==> config.mk <==
export PLATFORM = sky130hd
export DESIGN_NAME = tcrb_bank
export DESIGN_NICKNAME = d
export VERILOG_FILES = /design/src/pkg/tcrb_pkg.sv /design/src/rtl/tcrb_bank.sv
export VERILOG_INCLUDE_DIRS = /design/src /design/src/pkg
export SDC_FILE = /design/constraint.sdc
export NUM_CORES = 1
export LEC_CHECK = 0
export BUFFER_PORTS_ARGS = -buffer_cell sky130_fd_sc_hd__buf_4
export CAP_MARGIN = 20
export CORE_MARGIN = 2
export CORE_UTILIZATION = 48
export DETAILED_ROUTE_END_ITERATION = 10
export PLACE_DENSITY = 0.75
export SLEW_MARGIN = 20
export SYNTH_ARGS = -nofsm -noshare
export SYNTH_HDL_FRONTEND = slang
export SYNTH_SLANG_ARGS = --single-unit
==> constraint.sdc <==
create_clock -name clk_sys -period 1.5 [get_ports clk_sys]
set_input_delay 0.3 -clock clk_sys [delete_from_list [all_inputs] [get_ports clk_sys]]
set_output_delay 0.3 -clock clk_sys [all_outputs]
set_load 0.02 [all_outputs]
==> src/pkg/tcrb_consts.svh <==
`ifndef TCRB_CONSTS_SVH
`define TCRB_CONSTS_SVH

// register indices on both access ports
`define TCRB_IDX_FINAL_BLK    3'h0
`define TCRB_IDX_MIRROR_BLK   3'h1
`define TCRB_IDX_WDT_LOW      3'h2
`define TCRB_IDX_WDT_HIGH     3'h3
`define TCRB_IDX_STRETCH      3'h4
`define TCRB_IDX_LOCK         3'h5

// reset values
`define TCRB_RST_FINAL_BLK    8'h00
`define TCRB_RST_MIRROR_BLK   8'hF8
`define TCRB_RST_WDT_LOW      8'h48
`define TCRB_RST_WDT_HIGH     8'h08
`define TCRB_RST_STRETCH      1'h1
`define TCRB_RST_LOCK         2'h0

// field positions and codes
`define TCRB_BIT_STRETCH      0
`define TCRB_BIT_LOCK_RF      0
`define TCRB_BIT_LOCK_WIRED   1
`define TCRB_SEL_LAST_PAGE    2'h2

`endif

==> src/pkg/tcrb_pkg.sv <==
package tcrb_pkg;

  // one register access request from either interface
  typedef struct packed {
    logic       valid;
    logic       write;
    logic [2:0] idx;
    logic [7:0] wdata;
  } tcrb_req_t;

  // read answer, one cycle after the request
  typedef struct packed {
    logic       valid;
    logic [7:0] rdata;
  } tcrb_rsp_t;

  // contactless page read report
  typedef struct packed {
    logic       valid;
    logic [7:0] block;
    logic       last_page;
  } tcrb_page_t;

endpackage : tcrb_pkg

==> src/rtl/tcrb_bank.sv <==
`timescale 1ns/1ps
`include "tcrb_consts.svh"

module tcrb_bank (
  input  logic                   clk_sys,
  input  logic                   rstn,
  input  tcrb_pkg::tcrb_req_t    rf_req,
  input  tcrb_pkg::tcrb_req_t    wired_req,
  output tcrb_pkg::tcrb_rsp_t    rf_rsp,
  output tcrb_pkg::tcrb_rsp_t    wired_rsp,
  input  tcrb_pkg::tcrb_page_t   rf_page_rd,
  input  logic                   message_flag_rd,
  input  logic [1:0]             event_deactivation_select,
  input  logic                   field_present,
  input  logic                   event_activate,
  output logic [7:0]             final_message_block_addr,
  output logic [7:0]             mirror_window_block_addr,
  output logic [15:0]            watchdog_time_active,
  output logic                   stretch_enable,
  output logic [1:0]             config_lock,
  output logic                   message_read_flag,
  output logic                   event_pin
);

  // side 0 is contactless, side 1 is wired; matches lock bit order
  tcrb_pkg::tcrb_req_t req [2];
  tcrb_pkg::tcrb_rsp_t rsp_r [2];

  logic [7:0]  final_blk_r;
  logic [7:0]  mirror_blk_r;
  logic [7:0]  wdt_low_r;
  logic [7:0]  wdt_high_r;
  logic [15:0] wdt_active_r;
  logic        stretch_r;
  logic [1:0]  lock_r;
  logic        msg_flag_r;
  logic        event_pin_r;
  logic        field_prev_r;

  logic [1:0]  wr_ok;
  logic [7:0]  final_blk_nxt;
  logic [7:0]  mirror_blk_nxt;
  logic [7:0]  wdt_low_nxt;
  logic [7:0]  wdt_high_nxt;
  logic [7:0]  stretch_byte_nxt;
  logic [7:0]  lock_byte_wr;
  logic        stretch_nxt;
  logic [1:0]  lock_nxt;
  logic        wdt_load;
  logic [15:0] wdt_active_nxt;
  logic        last_hit;
  logic        field_off;
  logic        event_release;
  logic        msg_flag_nxt;
  logic        event_pin_nxt;

  assign req[0] = rf_req;
  assign req[1] = wired_req;

  // true when an accepted write of this side targets register idx
  function automatic logic wr_hit(
    input tcrb_pkg::tcrb_req_t r,
    input logic                ok,
    input logic [2:0]          idx
  );
    wr_hit = ok && (r.idx == idx);
  endfunction : wr_hit

  // merge both sides into one register; contactless lands last on a tie
  function automatic logic [7:0] wr_merge(
    input logic [7:0]          cur,
    input logic [2:0]          idx,
    input tcrb_pkg::tcrb_req_t r0,
    input tcrb_pkg::tcrb_req_t r1,
    input logic [1:0]          ok
  );
    logic [7:0] v;
    v = cur;
    if (wr_hit(r1, ok[1], idx))
      v = r1.wdata;
    if (wr_hit(r0, ok[0], idx))
      v = r0.wdata;
    wr_merge = v;
  endfunction : wr_merge

  // read mux, reserved bits come back as zero
  function automatic logic [7:0] rd_mux(
    input logic [2:0] idx,
    input logic [7:0] fb,
    input logic [7:0] mb,
    input logic [7:0] wl,
    input logic [7:0] wh,
    input logic       st,
    input logic [1:0] lk
  );
    case (idx)
      `TCRB_IDX_FINAL_BLK:  rd_mux = fb;
      `TCRB_IDX_MIRROR_BLK: rd_mux = mb;
      `TCRB_IDX_WDT_LOW:    rd_mux = wl;
      `TCRB_IDX_WDT_HIGH:   rd_mux = wh;
      `TCRB_IDX_STRETCH:    rd_mux = {7'h00, st};
      `TCRB_IDX_LOCK:       rd_mux = {6'h00, lk};
      default:              rd_mux = 8'h00;
    endcase
  endfunction : rd_mux

  // a side whose own lock bit is set may write nothing, lock register
  // included; with both set every write is gone for good
  genvar s;
  generate
    for (s = 0; s < 2; s = s + 1)
    begin : g_side
      assign wr_ok[s] = req[s].valid && req[s].write && !lock_r[s];

      // answer every read a cycle later; unmapped indices read zero
      always_ff @(posedge clk_sys or negedge rstn)
      begin
        if (!rstn)
          rsp_r[s] <= '0;
        else
          rsp_r[s] <= '{valid: req[s].valid && !req[s].write,
                        rdata: rd_mux(req[s].idx, final_blk_r, mirror_blk_r,
                                      wdt_low_r, wdt_high_r, stretch_r,
                                      lock_r)};
      end
    end
  endgenerate

  // next values; a refused write falls through and leaves cur untouched
  assign final_blk_nxt    = wr_merge(final_blk_r, `TCRB_IDX_FINAL_BLK,
                                     req[0], req[1], wr_ok);
  assign mirror_blk_nxt   = wr_merge(mirror_blk_r, `TCRB_IDX_MIRROR_BLK,
                                     req[0], req[1], wr_ok);
  assign wdt_low_nxt      = wr_merge(wdt_low_r, `TCRB_IDX_WDT_LOW,
                                     req[0], req[1], wr_ok);
  assign wdt_high_nxt     = wr_merge(wdt_high_r, `TCRB_IDX_WDT_HIGH,
                                     req[0], req[1], wr_ok);
  assign stretch_byte_nxt = wr_merge({7'h00, stretch_r}, `TCRB_IDX_STRETCH,
                                     req[0], req[1], wr_ok);
  assign stretch_nxt      = stretch_byte_nxt[`TCRB_BIT_STRETCH];
  assign lock_byte_wr     = wr_merge(8'h00, `TCRB_IDX_LOCK,
                                     req[0], req[1], wr_ok);
  assign lock_nxt         = lock_r | lock_byte_wr[1:0];

  // timer sees a new value only when the high byte is written
  assign wdt_load       = wr_hit(req[0], wr_ok[0], `TCRB_IDX_WDT_HIGH) ||
                          wr_hit(req[1], wr_ok[1], `TCRB_IDX_WDT_HIGH);
  assign wdt_active_nxt = wdt_load ? {wdt_high_nxt, wdt_low_nxt}
                                   : wdt_active_r;

  // last page of the final message block read over the field
  assign last_hit = rf_page_rd.valid && rf_page_rd.last_page &&
                    (rf_page_rd.block == final_blk_r);
  // a set in the same cycle as the read-clear wins, so no event is lost
  assign msg_flag_nxt = last_hit ? 1'b1
                      : (message_flag_rd ? 1'b0 : msg_flag_r);

  // release on field loss, or on last page when select is 10b
  assign field_off     = field_prev_r && !field_present;
  assign event_release = field_off ||
                         (last_hit &&
                          event_deactivation_select == `TCRB_SEL_LAST_PAGE);
  assign event_pin_nxt = event_activate ? 1'b1
                       : (event_release ? 1'b0 : event_pin_r);

  // configuration storage
  always_ff @(posedge clk_sys or negedge rstn)
  begin
    if (!rstn)
    begin
      final_blk_r  <= `TCRB_RST_FINAL_BLK;
      mirror_blk_r <= `TCRB_RST_MIRROR_BLK;
      wdt_low_r    <= `TCRB_RST_WDT_LOW;
      wdt_high_r   <= `TCRB_RST_WDT_HIGH;
      stretch_r    <= `TCRB_RST_STRETCH;
      lock_r       <= `TCRB_RST_LOCK;
    end
    else
    begin
      final_blk_r  <= final_blk_nxt;
      mirror_blk_r <= mirror_blk_nxt;
      wdt_low_r    <= wdt_low_nxt;
      wdt_high_r   <= wdt_high_nxt;
      stretch_r    <= stretch_nxt;
      lock_r       <= lock_nxt;
    end
  end

  // timer value and event state
  always_ff @(posedge clk_sys or negedge rstn)
  begin
    if (!rstn)
    begin
      wdt_active_r <= {`TCRB_RST_WDT_HIGH, `TCRB_RST_WDT_LOW};
      msg_flag_r   <= 1'b0;
      event_pin_r  <= 1'b0;
      field_prev_r <= 1'b0;
    end
    else
    begin
      wdt_active_r <= wdt_active_nxt;
      msg_flag_r   <= msg_flag_nxt;
      event_pin_r  <= event_pin_nxt;
      field_prev_r <= field_present;
    end
  end

  // outputs, all from flip-flops
  assign rf_rsp                   = rsp_r[0];
  assign wired_rsp                = rsp_r[1];
  assign final_message_block_addr = final_blk_r;
  assign mirror_window_block_addr = mirror_blk_r;
  assign watchdog_time_active     = wdt_active_r;
  assign stretch_enable           = stretch_r;
  assign config_lock              = lock_r;
  assign message_read_flag        = msg_flag_r;
  assign event_pin                = event_pin_r;
endmodule : tcrb_bank

==> metrics.cfg <==
[sta]
skew_ps = 4.56
fmax_ghz = 0.641
relSlewSlack_pct = 69.0
slew_viol_final = 0
worst_pin_slew_ps = 465
finalSetupViolations = 17
hold_viol = 0
min_period_ps = 1560
setup_slack_ps = -59.3
fin_crit_sh_pct = 104
rsz0062_at_grt = true

[cells_and_area]
fin_nets = 516
multi_input_comb_area_um2 = 2110
regArea_um2 = 1820
mostFrequentLayoutCell = buf_4
stdcell_count = 580
final_cell_mix = buf_4 (142), dfrtp_1 (55), nand2_1 (30)
drive_gt1_share_pct = 56.3
fillers = 531
n_antenna_cell = 0
area_growth_pct = 48.2

[place]
place_ws_ps = -153
dp_hpwl_um = 7950
placedCellCount = 561
io_buffer_count = 97
gp_congestion = 0.854

[floorplanning]
fp.dieArea_um2 = 8450
fp.dieH_um = 91.9
rows = 32
die_x_um = 91.9
start_util_pct = 48.8
num_io_pins = 98
core_area_um2 = 7610

[global_route]
grt_max_degree = 26
antenna_found_initial = 0
grt_use_total_pct = 27.5
grt_pass1_wl_um = 17600
overflow = 0
grt_pass1_vias = 3187

[routing]
dr.pass1.iters = 5
num_vias = 3297
wl_per_cell_um = 19.6
initialDrtViolationCount = 255
drc = 0
routed_wl_um = 11400
drt.antenna.violating_nets = 0
viasPerCell = 5.68

[synth]
synth_cell_type_count = 48
synth_top_area_share_pct = 40.5
synth_nets = 371
syn-cell-area_um2 = 3710
ys.flop_type = dfrtp_1
seq_area_frac_synth_pct = 49.0
syn_area_per_cell_um2 = 11.3
ys_ff_latch = 72
yosysTopAreaCell = dfrtp_1
synth-edff-count = 0
ys_warn_count = 0
synth_cells = 328
synthArstFlopShare_pct = 100
yosys-top-cells-area = dfrtp_1 (40%), dfstp_2 (8.5%), mux4_2 (8.5%), mux2i_1 (5.1%), a21oi_1 (4.5%)

[hold_path]
hold_path_end = field_prev_r$_DFF_PN0_
hp-class = input pin to register
worstHoldStart = field_present
min_path_cells = 1

[run_status]
status = finished, violations left
violations = negative setup slack

[critical_path]
r2r-start = config_lock[0]$_DFF_PN0_
r2r_cells = 6
critPathMaxFanout = 5
r2r_setup_slack_ps = -60
critPathKind = register to register
startpoint_type = register
critPathCaptureType = register
cp.required_ps = 1790
cp.arrival_ps = 1850
r2r_end = watchdog_time_active[6]$_DFFE_PN1P_

[clocking]
cts-buffers-inserted = 9
cts_buffer_depth = 2
clk_pin_slew_ps = 80
cts.sinks = 72
root_buffer = clkbuf_8
clock_latency_ps = 360
cts_tree = yes
htree_num_levels = 3

[pwr]
power_density_nw_per_um2 = 1390
p_leak_nw = 2.50
irDropWorstVdd_uv = 865
finalPower_w = 0.00762

[job]
maxCapViolations = 0

[area by class of cell]
cell class | instances | share of cell area [%]
repair buffers | 154 | 22.1
well taps | 102 | 2.32
clock buffers | 9 | 2.25
inverters | 6 | 0.410
clock inverters | 7 | 1.41
multi-input cells | 230 | 38.3
flip-flops and latches | 72 | 33.2
[logic make-up after synthesis]
family / count (synthesis) / share of synthesized area (%)
and+or+nand+nor: 108 / 16.7
DFF: 72 / 49.0
AOI/OAI and AO/OA: 71 / 12.1
muxes: 42 / 16.4
buffers and inverters: 27 / 4.01
xor gates and xnor gates: 8 / 1.89
[how the worst max path moves through the flow]
stage / from / endpoint / slack, ps / depth (start not counted)
final: config_lock[0]$_DFF_PN0_ / watchdog_time_active[6]$_DFFE_PN1P_ / -60 / 6
after global routing: config_lock[0]$_DFF_PN0_ / watchdog_time_active[6]$_DFFE_PN1P_ / -100 / 6
after CTS: config_lock[1]$_DFF_PN0_ / wdt_high_r[0]$_DFF_PN0_ / -30 / 6
after detailed placement: wired_req[10] / watchdog_time_active[4]$_DFFE_PN0P_ / -150 / 5
after global placement: wired_req[10] / watchdog_time_active[5]$_DFFE_PN0P_ / -120 / 5
after floorplan: rf_req[10] / watchdog_time_active[0]$_DFFE_PN0P_ / -180 / 7
[power by group]
| part | leakage, nW | total [W] | switching [W] | internal [W] |
|---|---|---|---|---|
| clock | 0.101 | 0.00161 | 0.000827 | 0.000785 |
| sequential | 0.846 | 0.00299 | 0.000454 | 0.00253 |
| combinational | 1.56 | 0.00302 | 0.00145 | 0.00157 |
[cell usage after synthesis (all sizes together) (2+ instances only)]
library cell and number:
dfrtp 60, a21oi 33, nand2 33, nor2 23
mux2i 19, o21ai 17, nor2b 15, buf 14
mux4 14, a31oi 12, dfstp 12, mux2 9
nand4b 9, nor3 9, clkbuf 7, inv 6
xnor2 4, xor2 4, nand3 3, nor4 3
o22ai 3, a221o 2, and3 2, or2 2
or4b 2
[stage by stage]
step / util, % / instance area [um2] / hold slack, ps / TNS [ps]
after floorplan: - / 3850 / 4.41 / -2290
after global placement: 65.6 / 4990 / 221 / -1940
after detailed placement: 65.6 / 4990 / 230 / -2940
after CTS: 70.8 / 5390 / 53.6 / -331
after global routing: 72.3 / 5500 / 48.3 / -1430
final: 72.3 / 5500 / 59.8 / -375
[critical path, stage by stage, from the launching register on]
cell and delay [ps]:
dfrtp_2 450, or2_4 260, buf_6 150, nor3_4 180, buf_6 130, a31oi_4 40, mux2_4 280
[registers in the layout, indices dropped and copies added (netlist names)]
name                      cells
watchdog_time_active         16
rf_rsp                        9
wired_rsp                     9
final_message_block_addr      8
mirror_window_block_addr      8
wdt_high_r                    8
wdt_low_r                     8
config_lock                   2
event_pin                     1
field_prev_r                  1
message_read_flag             1
stretch_enable                1
[metal layers]
| metal | global-route usage (%) | vias up | routed length, um |
|---|---|---|---|
| met5 | 0 | - | 0 |
| met1 | 40.1 | 1630 | 4800 |
| li1 | - | 1484 | - |
| met4 | 10.4 | 0 | 208 |
| met2 | 41.8 | 164 | 5420 |
| met3 | 4.44 | 19 | 936 |
[what timing repair did]
item / in CTS / in global routing
endpoints found under the setup margin: 44 / 42
hold buffers: 1 / 0
gates resized for setup: 43 / 27
pin swaps: 18 / 18
hold endpoints to repair: 17 / 0
setup buffers: 3 / 1
gates cloned: 1 / 0
No activity file was read; power rests on OpenSTA's default activity.
